### src/design/lacs_pkg.sv
// Package for the load-adaptive current and stall-stop block.
// Assumes a single 250 MHz system clock; no register bus.
package lacs_pkg;
   localparam int unsigned LOAD_W = 10;
   localparam int unsigned SCALE_W = 5;
   localparam int unsigned VEL_W = 20;
   localparam int unsigned FIELD_W = 4;
   localparam int unsigned FILT_DEPTH = 4;
   localparam int unsigned THR_SHIFT = 5;
   localparam logic [LOAD_W-1:0] STALL_LEVEL = 10'h000;
   localparam logic [SCALE_W-1:0] SCALE_RESET = 5'h1F;
   localparam logic [5:0] DOWN_CNT_32 = 6'h20;
   localparam logic [5:0] DOWN_CNT_8 = 6'h08;
   localparam logic [5:0] DOWN_CNT_2 = 6'h02;
   localparam logic [5:0] DOWN_CNT_1 = 6'h01;
   localparam int unsigned CLK_PERIOD_NS = 4;
endpackage : lacs_pkg

### src/design/lacs_avg_mem.sv
// Four-entry store of load readings with a registered running sum.
// Assumes writes come one per full step from the main block.
`timescale 1ns/1ps
module lacs_avg_mem (
   input wire logic ref_clk,
   input wire logic srst,
   input wire logic wr_en,
   input wire logic [1:0] wr_addr,
   input wire logic [lacs_pkg::LOAD_W-1:0] wr_data,
   output logic [lacs_pkg::LOAD_W+1:0] sum
);
   // ------------------------------------------------------------
   // Storage
   // ------------------------------------------------------------
   logic [lacs_pkg::LOAD_W-1:0] mem [lacs_pkg::FILT_DEPTH];
   wire [lacs_pkg::LOAD_W+1:0] next_sum =
      sum - {2'b00, mem[wr_addr]} + {2'b00, wr_data};

   // Sum tracks replaced entry so no adder tree is needed
   always_ff @(posedge ref_clk) begin
      if (srst) begin
         for (int i = 0; i < lacs_pkg::FILT_DEPTH; i++) begin
            mem[i] <= '0;
         end
         sum <= '0;
      end else if (wr_en) begin
         mem[wr_addr] <= wr_data;
         sum <= next_sum;
      end
   end
endmodule : lacs_avg_mem

### src/design/lacs_core.sv
// Load-adaptive coil current scaling with stop-on-stall.
// Assumes load_value arrives with a one-cycle fullstep strobe from
// logic on the same clock, and restart requests are one-cycle pulses.
`timescale 1ns/1ps
module lacs_core (
   input wire logic ref_clk,
   input wire logic srst,
   input wire logic fullstep_strobe,
   input wire logic [lacs_pkg::LOAD_W-1:0] load_value,
   input wire logic load_filter_en,
   input wire logic step_dir_mode,
   input wire logic [lacs_pkg::VEL_W-1:0] step_interval,
   input wire logic [lacs_pkg::VEL_W-1:0] low_velocity_limit,
   input wire logic [lacs_pkg::VEL_W-1:0] high_velocity_limit,
   input wire logic [lacs_pkg::FIELD_W-1:0] lower_load_threshold,
   input wire logic [lacs_pkg::FIELD_W-1:0] upper_load_offset,
   input wire logic [1:0] current_up_step,
   input wire logic [1:0] current_down_rate,
   input wire logic current_floor_sel,
   input wire logic [lacs_pkg::SCALE_W-1:0] run_current_scale,
   input wire logic stop_on_stall_en,
   input wire logic stall_event_clear,
   input wire logic zero_wait_done,
   output logic [lacs_pkg::LOAD_W-1:0] load_reading,
   output logic load_reading_valid,
   output logic [lacs_pkg::SCALE_W-1:0] present_current_scale,
   output logic stall_stop_event,
   output logic stall_flag,
   output logic ramp_halt,
   output logic force_velocity_zero
);
   // ------------------------------------------------------------
   // Measurement and filter
   // ------------------------------------------------------------
   logic [1:0] step_phase;
   logic [lacs_pkg::LOAD_W+1:0] filt_sum;
   logic pend_filt;
   logic pend_raw;
   logic [lacs_pkg::LOAD_W-1:0] raw_hold;

   lacs_avg_mem u_avg (
      .ref_clk(ref_clk),
      .srst(srst),
      .wr_en(fullstep_strobe),
      .wr_addr(step_phase),
      .wr_data(load_value),
      .sum(filt_sum)
   );

   // Filtered result offered after every fourth full step
   wire filt_done = fullstep_strobe && step_phase == 2'd3;
   wire [lacs_pkg::LOAD_W-1:0] filt_avg =
      filt_sum[lacs_pkg::LOAD_W+1:2]; // Divide by four

   // One reading per full step, or per group of four
   always_ff @(posedge ref_clk) begin
      if (srst) begin
         step_phase <= 2'd0;
         pend_raw <= 1'b0;
         pend_filt <= 1'b0;
         raw_hold <= '0;
      end else begin
         step_phase <= fullstep_strobe ? step_phase + 2'd1 : step_phase;
         pend_raw <= fullstep_strobe && !load_filter_en;
         pend_filt <= filt_done && load_filter_en;
         raw_hold <= fullstep_strobe ? load_value : raw_hold;
      end
   end

   // Sum settles one cycle after the fourth write
   wire new_meas = pend_raw || pend_filt;
   wire [lacs_pkg::LOAD_W-1:0] meas = pend_filt ? filt_avg : raw_hold;

   always_ff @(posedge ref_clk) begin
      if (srst) begin
         load_reading <= '0;
         load_reading_valid <= 1'b0;
      end else begin
         load_reading <= new_meas ? meas : load_reading;
         load_reading_valid <= new_meas;
      end
   end

   // ------------------------------------------------------------
   // Velocity window
   // ------------------------------------------------------------
   // Larger step interval means slower motion; low limit unused in
   // step/dir mode since no ramp generator is running
   wire fast_enough = step_dir_mode || step_interval <= low_velocity_limit;
   wire not_too_fast = step_interval >= high_velocity_limit;
   wire in_window = fast_enough && not_too_fast;

   // ------------------------------------------------------------
   // Thresholds and limits
   // ------------------------------------------------------------
   wire [lacs_pkg::LOAD_W:0] low_thr =
      {2'b00, lower_load_threshold, 5'h00};
   wire [lacs_pkg::LOAD_W:0] up_thr =
      {({2'b00, lower_load_threshold} + {2'b00, upper_load_offset}
        + 6'h01), 5'h00};
   wire adapt_on = in_window && lower_load_threshold != 4'h0;
   wire below_low = {1'b0, meas} < low_thr;
   wire at_or_above_up = {1'b0, meas} >= up_thr;

   wire [lacs_pkg::SCALE_W-1:0] floor_val = current_floor_sel ?
      5'(run_current_scale >> 2) : 5'(run_current_scale >> 1);
   wire [lacs_pkg::SCALE_W:0] up_amt = 6'(6'h01 << current_up_step);
   wire [lacs_pkg::SCALE_W:0] raised =
      {1'b0, present_current_scale} + up_amt;
   wire [lacs_pkg::SCALE_W-1:0] ceil_raised =
      raised > {1'b0, run_current_scale} ? run_current_scale :
      raised[lacs_pkg::SCALE_W-1:0];

   logic [5:0] down_need;
   always_comb begin
      case (current_down_rate)
         2'd0: down_need = lacs_pkg::DOWN_CNT_32;
         2'd1: down_need = lacs_pkg::DOWN_CNT_8;
         2'd2: down_need = lacs_pkg::DOWN_CNT_2;
         default: down_need = lacs_pkg::DOWN_CNT_1;
      endcase
   end

   // ------------------------------------------------------------
   // Current scale regulator
   // ------------------------------------------------------------
   logic [5:0] high_cnt;
   logic [lacs_pkg::SCALE_W-1:0] next_scale;
   logic [5:0] next_high_cnt;

   // Outside adaptation the full run current applies
   always_comb begin
      next_scale = present_current_scale;
      next_high_cnt = high_cnt;
      if (!adapt_on) begin
         next_scale = run_current_scale;
         next_high_cnt = 6'h00;
      end else if (new_meas) begin
         if (below_low) begin
            next_scale = ceil_raised;
            next_high_cnt = 6'h00;
         end else if (at_or_above_up) begin
            if (high_cnt + 6'h01 >= down_need) begin
               next_high_cnt = 6'h00;
               next_scale = present_current_scale > floor_val ?
                  present_current_scale - 5'h01 : floor_val;
            end else begin
               next_high_cnt = high_cnt + 6'h01;
            end
         end
         // Not above run current after a reading if run current was lowered
         if (next_scale > run_current_scale) begin
            next_scale = run_current_scale;
         end
      end
   end

   always_ff @(posedge ref_clk) begin
      if (srst) begin
         present_current_scale <= lacs_pkg::SCALE_RESET;
         high_cnt <= 6'h00;
      end else begin
         present_current_scale <= next_scale;
         high_cnt <= next_high_cnt;
      end
   end

   // ------------------------------------------------------------
   // Stall stop
   // ------------------------------------------------------------
   wire stall_seen = new_meas && meas == lacs_pkg::STALL_LEVEL;
   wire stall_trip = stall_seen && stop_on_stall_en && in_window;

   // Set wins over clear so a stall during write-back is kept
   always_ff @(posedge ref_clk) begin
      if (srst) begin
         stall_stop_event <= 1'b0;
         stall_flag <= 1'b0;
      end else begin
         stall_stop_event <= stall_trip ||
            (stall_stop_event && !stall_event_clear);
         stall_flag <= stall_trip ||
            (stall_flag && !stall_event_clear);
      end
   end

   // Motion resumes only once the ramp's zero wait has run out
   logic resume_wait;
   always_ff @(posedge ref_clk) begin
      if (srst) begin
         resume_wait <= 1'b0;
      end else begin
         resume_wait <= stall_trip ? 1'b0 :
            (stall_stop_event && stall_event_clear) ? 1'b1 :
            (zero_wait_done ? 1'b0 : resume_wait);
      end
   end

   assign ramp_halt = stall_stop_event || resume_wait;
   assign force_velocity_zero = stall_stop_event;

   // ------------------------------------------------------------
   // Checks
   // ------------------------------------------------------------
   chk_stall_sets_event: assert property (@(posedge ref_clk)
      disable iff (srst)
      stall_trip |=> stall_stop_event && stall_flag && force_velocity_zero)
      else $error("stall did not raise stop event");
   chk_scale_ceiling: assert property (@(posedge ref_clk)
      disable iff (srst)
      $past(new_meas) && $past(adapt_on)
         |-> present_current_scale <= $past(run_current_scale))
      else $error("scale above run current");
   // Release edge left out: the scale still shows its reset value there
   chk_scale_off_run: assert property (@(posedge ref_clk)
      disable iff (srst)
      !srst && !adapt_on
         |=> present_current_scale == $past(run_current_scale))
      else $error("scale not run current outside window");
   chk_scale_hold: assert property (@(posedge ref_clk)
      disable iff (srst)
      adapt_on && !new_meas |=> $stable(present_current_scale))
      else $error("scale changed without measurement");
   chk_zero_stall: assert property (@(posedge ref_clk)
      disable iff (srst)
      new_meas && meas != lacs_pkg::STALL_LEVEL && !stall_stop_event
         && !stall_trip |=> !stall_stop_event)
      else $error("stall event without zero reading");
   chk_window_gate: assert property (@(posedge ref_clk)
      disable iff (srst)
      !in_window && !stall_stop_event |=> !stall_stop_event)
      else $error("stall stop outside velocity window");
   chk_filt_rate: assert property (@(posedge ref_clk)
      disable iff (srst)
      pend_filt |-> $past(step_phase, 1) == 2'd3)
      else $error("filtered reading off group boundary");
   chk_resume_clear: assert property (@(posedge ref_clk)
      disable iff (srst)
      stall_stop_event && stall_event_clear && !stall_trip
         |=> !stall_stop_event ##0 ramp_halt)
      else $error("write-back did not clear event");
   // Expected step rebuilt from the field, not from the adder
   chk_raise_step: assert property (@(posedge ref_clk)
      disable iff (srst)
      adapt_on && new_meas && below_low && raised <= {1'b0, run_current_scale}
         |=> present_current_scale == $past(present_current_scale)
            + (5'h01 << $past(current_up_step)))
      else $error("increment wrong");
endmodule : lacs_core

### config.mk
export PLATFORM = sky130hd
export DESIGN_NAME = lacs_core
export DESIGN_NICKNAME = d
export VERILOG_FILES = /design/src/design/lacs_pkg.sv /design/src/design/lacs_avg_mem.sv /design/src/design/lacs_core.sv
export SDC_FILE = /design/constraint.sdc
export NUM_CORES = 1
export LEC_CHECK = 0
export ABC_AREA = 1
export BUFFER_PORTS_ARGS = -buffer_cell sky130_fd_sc_hd__buf_4
export CAP_MARGIN = 30
export CORE_MARGIN = 5
export CORE_UTILIZATION = 52
export DETAILED_ROUTE_END_ITERATION = 16
export GPL_TIMING_DRIVEN = 0
export PLACE_DENSITY = 0.86
export SKIP_CTS_REPAIR_TIMING = 1
export SYNTH_ARGS = -nofsm -noshare
export SYNTH_HDL_FRONTEND = slang
export SYNTH_SLANG_ARGS = --single-unit
### constraint.sdc
create_clock -name ref_clk -period 3.9 [get_ports ref_clk]
set_clock_uncertainty 0.05 [all_clocks]
set_input_delay 0.78 -clock ref_clk [delete_from_list [all_inputs] [get_ports ref_clk]]
set_output_delay 0.78 -clock ref_clk [all_outputs]
set_load 0.1 [all_outputs]
Word-level counts from Yosys, hierarchy flattened
Memory sizes are Yosys's and may differ from the RTL's. A register that Yosys moved wholly into a read port is not among the register bits.
Cells that the tools add are included.
- reduce and logical (&&, ||, !) cells: 27
- shifts and indexed selects: 1
- order comparisons: 8
- eq/ne operators: 4
- muxes and demuxes: 28
- div/mod/pow operators: 0
- bitwise logic cells: 1
- add/sub/neg operators: 8
- $mul: 0
- operator list (cell ; number):
    $mux 5 ; 10
    $ge 20x20->1 ; 1
    $le 20x20->1 ; 1
    $mux 10 ; 2
    $mux 6 ; 3
    $pmux 6 s3 ; 1
    $add 12x10->12 ; 1
    $sub 12x10->12 ; 1
    $ge 10x11->1 ; 1
    $logic_and 1x1->1 ; 11
    $logic_not 10->1 ; 1
    $lt 10x9->1 ; 1
    $reduce_or 10->1 ; 1
    $mux 1 ; 8
    $add 5x1->6 const B ; 1
    $add 5x6->6 ; 1
    $add 6x1->6 const B ; 1
    $ge 6x6->1 ; 1
    $gt 6x5->1 ; 1
    $mux 2 ; 3
    $shl 1x2->6 const A ; 1
    $add 4x4->5 ; 1
    $gt 5x4->1 ; 1
    $gt 5x5->1 ; 1
    14 further kinds ; 22
- RAM bits: 40
- memory bits (read-only): 0
- input bits: 96
- logic and storage cells: 90
- memories kept: 1
- bits in latches: 0
- register bits: 51
- output and inout bits: 20
- memory list (name ; words ; bits a word ; rd ports ; clocked after Yosys merged registers in ; wr ports ; RTL line ; RTL):
    u_avg.mem ; 4 ; 10 ; 1 ; 1 ; 4 ; lacs_avg_mem.sv:15 ; logic [lacs_pkg::LOAD_W-1:0] mem [lacs_pkg::FILT_DEPTH];

Longest topological paths before layout
- depth in word-level cells: 12
- mapped depth: 30
- depth with buffers taken out: 30

By module
A second synthesis with hierarchy kept.
- cells, all modules: 1014
- area, all modules: 7216.9 sq um
- modules (own cells, without submodules) (module ; cells an instance ; instances ; sequential area each (sq um) ; area each (sq um)):
    lacs_core ; 648 ; 1 ; 780.7 ; 4181.5
    lacs_avg_mem ; 366 ; 1 ; 1441.4 ; 3035.4

Worst setup path before layout
No wires, ideal clock.
- path kind: input-to-reg
- from: input port lower_load_threshold[0] (netlist bit)
- to: register present_current_scale[1] (netlist bit)
- library setup time: 114 ps
- required time: 3736 ps
- arrival time: 4000 ps
- stages on the path: 25
- slack: -264 ps
- buffers on the path: 0
- cells stage by stage: inv_1 -> ha_1 -> inv_1 -> fa_1 -> a21o_1 -> a21oi_1 -> ha_1 -> a21oi_1 -> nand2_1 -> nor3_1 -> nand2_4 -> nand2_4 -> nand2_1 -> nand3_1 -> nand2_1 -> ha_1 -> nand2_1 -> inv_1 -> o21ai_0 -> o211ai_1 -> and2_0 -> nor2_1 -> nand3_1 -> nand3_1 -> nand2_1
- word-level cells in the longest chain between the ends: 11
- elaborated cells between the ends (all ways): 15
- classes of those cells: add/sub: 2; order compare: 3; eq/ne: 1; mux: 7; reduce/logical: 2
- RTL lines (element ; RTL line ; RTL):
    from (decl) ; lacs_core.sv:15 ; input wire logic [lacs_pkg::FIELD_W-1:0] lower_load_threshold,
    $add 4x4->5 ; lacs_core.sv:99 ; {({2'b00, lower_load_threshold} + {2'b00, upper_load_offset}
    $add 5x1->6 ; lacs_core.sv:100 ; + 6'h01), 5'h00};
    $ge 10x11->1 ; lacs_core.sv:103 ; wire at_or_above_up = {1'b0, meas} >= up_thr;
    $mux 5 ; lacs_core.sv:142 ; end else if (at_or_above_up) begin
    $mux 5 ; lacs_core.sv:139 ; if (below_low) begin
    $mux 5 ; lacs_core.sv:138 ; end else if (new_meas) begin
    $mux 5 ; lacs_core.sv:135 ; if (!adapt_on) begin
    $gt 5x5->1 ; lacs_core.sv:152 ; if (next_scale > run_current_scale) begin
    $mux 5 ; lacs_core.sv:152 ;
    $mux 5 ; lacs_core.sv:138 ;
    $mux 5 ; lacs_core.sv:135 ;
    to (signal assigned) ; lacs_core.sv:160 ; present_current_scale <= lacs_pkg::SCALE_RESET;
    to (signal assigned) ; lacs_core.sv:163 ; present_current_scale <= next_scale;
    to (decl) ; lacs_core.sv:26 ; output logic [lacs_pkg::SCALE_W-1:0] present_current_scale,
Parallel ways exist; a longest one is shown, timed or not. The select of a mux whose other input is x is not followed.
A chain may end at the register's enable or synchronous reset.

Worst setup path in the final report
- from: input port lower_load_threshold[0] (netlist bit)
- to: register present_current_scale[3] (netlist bit)
Same word-level chain as after synthesis.

==> out/qor.yml <==
floorplan:
  chipHeight_microns: 127
  row_count: 42
  die-area_sq_um: 16100
  core_area_sq_um: 13300
  io_pins: 116
  start_util: 0.534
  die_w_microns: 127
detailed_routing:
  drc_errors: 0
  vias: 6747
  avgViaCountPerCell: 5.26
  drtIter0Drc: 578
  wl_microns: 17700
  dr.pass1.iters: 5
  wire_per_inst_microns: 13.8
  postRouteAntennaNets: 0
place:
  dp.cells: 1261
  place_hpwl_microns: 14000
  gp_congestion: 0.925
  post-place-ws_ns: -0.486
  io_buffers: 115
  dpl-instance-area_sq_um: 8220
setup_path:
  crit_required_ns: 4.09
  crit_path_end_kind: "register"
  cp_data_arrival_time_ns: 4.19
  ff2ff_setup_slack_ns: 0.14
  rr_worst_depth: 26
  setup.worst_path.start_class: "input pin"
  crit_type: "in2reg"
  timing.rr.end: "present_current_scale[4]"
  r2r_start: "present_current_scale[0]"
  path_max_fanout: 7
synth:
  synth_edf_count: 40
  synth_mux_area_frac: 0
  yosysSeqAreaShare: 0.319
  synth_flop_cell: "dfxtp_1"
  synth_top_cell_area_share: 0.169
  synth_common_cells: "nand2_1 (183), inv_1 (181), nor2_1 (127)"
  synth_cell_types: 41
  ys_warn_count: 0
  avgSynthCellArea_sq_um: 7.33
  ys_seq_elements: 93
  yosys.area_share.simple: 0.246
  synthXorXnorAreaFrac: 0.0111
  async_flop_share: 0
  synthAdderAreaFrac: 0.191
  synth_top_cell_by_area: "edfxtp_1"
  syn_nets: 1166
  synth_compound_area_frac: 0.122
  synth_most_common_cell: "nand2_1"
  synth_area_leaders: "edfxtp_1 (17%), ha_1 (16%), dfxtp_1 (15%)"
  syn_area_sq_um: 7100
  synth_top_family_by_area: "simple AND/OR/NAND/NOR gates"
  synthCells: 969
clock_tree:
  ctsLongestPathBuffers: 2
  htree_levels: 3
  clkSinkCount: 93
  clk_latency_ns: 0.35
  path_clk_slew_ns: 0.07
  cts_buffers: 9
  cts_tree: "built"
  cts-root-buf: "clkbuf_16"
min_path:
  min_path_type: "reg2reg"
  hold_path_depth: 2
  whs_endpoint: "stall_flag"
  hp-start: "stall_flag"
timing:
  period_share: 1.03
  worst_slack_ns: -0.101
  whs_ns: 0.426
  setup_tns_ns: -0.418
  setup_violations: 5
  grt_setup_unrepaired: "yes"
  slew_headroom: 0.609
  tightest_slew_ns: 0.587
  period_minus_slack_ns: 4.00
  slew_viol_final: 0
  hold_violations: 0
  clock.fmax_mhz: 250
power_and_ir_drop:
  clkPwrFrac: 0.221
  p_seq_frac: 0.310
  power_switching_share: 0.417
  internal_power_mw: 2.23
  power_density_nw_per_um2: 441
  p_leak_nw: 4.45
  power.total_mw: 3.83
  p_comb_frac: 0.469
  p_switching_mw: 1.60
  ir_worst_vdd_v: 0.000321
finish:
  final_util: 0.653
  antenna_cells: 0
  layout.nets: 1298
  layoutNonFillerInstCount: 1282
  stdcell_area_sq_um: 8680
  drive_above_1_share: 0.183
  fillCellCount: 1116
  synthToLayoutAreaGrowth_pct: 22.2
global_routing:
  antenna_found_initial: 0
  track_usage: 0.214
  overflow: 0
  grt_pass1_vias: 6536
  grt_max_degree: 18
  grt_pass1_wl_microns: 28600
status:
  status: "complete, but fails checks"
  violations: "setup timing"
job:
  cap_violations: 0
==> worst max-delay path, stage by stage <==
cell and delay (ns):
buf_8 0.10, inv_4 0.05, ha_4 0.13, inv_4 0.04, fa_2 0.35, a21o_1 0.19
a21oi_2 0.18, ha_4 0.23, a21oi_2 0.14, nand2_1 0.09, nor3_2 0.24, nand2_4 0.13
buf_4 0.17, nand3_1 0.09, nand3_2 0.09, nand2_1 0.09, ha_1 0.24, nand2_2 0.07
inv_2 0.04, o21ai_0 0.07, o211ai_1 0.12, and2_4 0.17, nor2_4 0.13, nand3_1 0.11
nand3_2 0.09, nand2_1 0.06
==> logic make-up after synthesis <==
family / Yosys count
DFF: 93
buffers and inverters: 204
xor gates and xnor gates: 9
adders and majority gates: 101
and+or+nand+nor: 407
AOI/OAI and AO/OA: 155
==> sequential cells by signal, indices dropped and copies added (netlist names), named ones only <==
register	cells
load_reading_valid	1
u_avg.sum	12
force_velocity_zero	1
pend_filt	1
present_current_scale	5
load_reading	10
u_avg.mem	40
pend_raw	1
raw_hold	10
stall_flag	1
step_phase	2
high_cnt	6
resume_wait	1
==> metal layers <==
metal  track usage  share of wire  vias to the layer above
met5             0              0                        -
met4        0.0808          0.029                        0
met3        0.0399          0.060                       48
met2         0.392           0.51                      241
met1         0.246           0.40                     3048
li1              -              -                     3410
==> area by class of cell <==
type | instances | area [sq um] | area share
buffer | 20 | 97.6 | 0.0112
clock buffer | 9 | 225 | 0.0260
clock inverter | 7 | 55.1 | 0.00635
inverter | 184 | 703 | 0.0810
multi-input combinational | 672 | 4190 | 0.483
sequential | 93 | 2260 | 0.261
tap | 176 | 220 | 0.0254
timing repair buffer | 121 | 917 | 0.106
==> worst max path at each step <==
| stage | end | start | slack (ns) |
|---|---|---|---|
| 2_1_floorplan | present_current_scale[2] | present_current_scale[1] | 0.003 |
| 3_3_place_gp | present_current_scale[3] | lower_load_threshold[0] | -0.44 |
| 3_5_place_dp | present_current_scale[3] | lower_load_threshold[0] | -0.49 |
| 4_1_cts | present_current_scale[2] | lower_load_threshold[0] | -0.17 |
| 5_1_grt | present_current_scale[3] | lower_load_threshold[0] | -0.31 |
| 6_report | present_current_scale[3] | lower_load_threshold[0] | -0.10 |
==> power groups by stage <==
stage               clock (mW)  combinational, mW  sequential, mW
floorplan                    0               1.16            1.30
global placement             0               1.60            1.20
detailed placement           0               1.66            1.21
CTS                      0.857               1.68            1.18
global route             0.906               2.03            1.20
finish                   0.847               1.79            1.19
==> cell usage in the layout (no fill, tap or decap), types with 3 or more instances in the layout <==
cell type	Yosys	layout
nand2_1	183	175
inv_1	181	174
nor2_1	127	125
buf_4	1	119
ha_1	89	85
o21ai_0	62	60
dfxtp_1	53	51
a21oi_1	52	50
nand3_1	57	49
edfxtp_1	40	40
o22ai_1	23	23
clkbuf_1	17	17
nand4_1	13	13
nand3_2	5	12
nand2_2	3	11
fa_1	12	10
clkbuf_16	0	9
inv_4	2	5
nor2_2	4	5
o21bai_1	5	5
inv_2	1	5
xnor2_1	5	5
o21ai_2	4	4
xor2_1	4	4
a21o_1	4	4
ha_4	0	4
nand2_4	3	3
o21ai_1	1	3
inv_6	0	3
No activity file was read; power rests on OpenSTA's default activity.
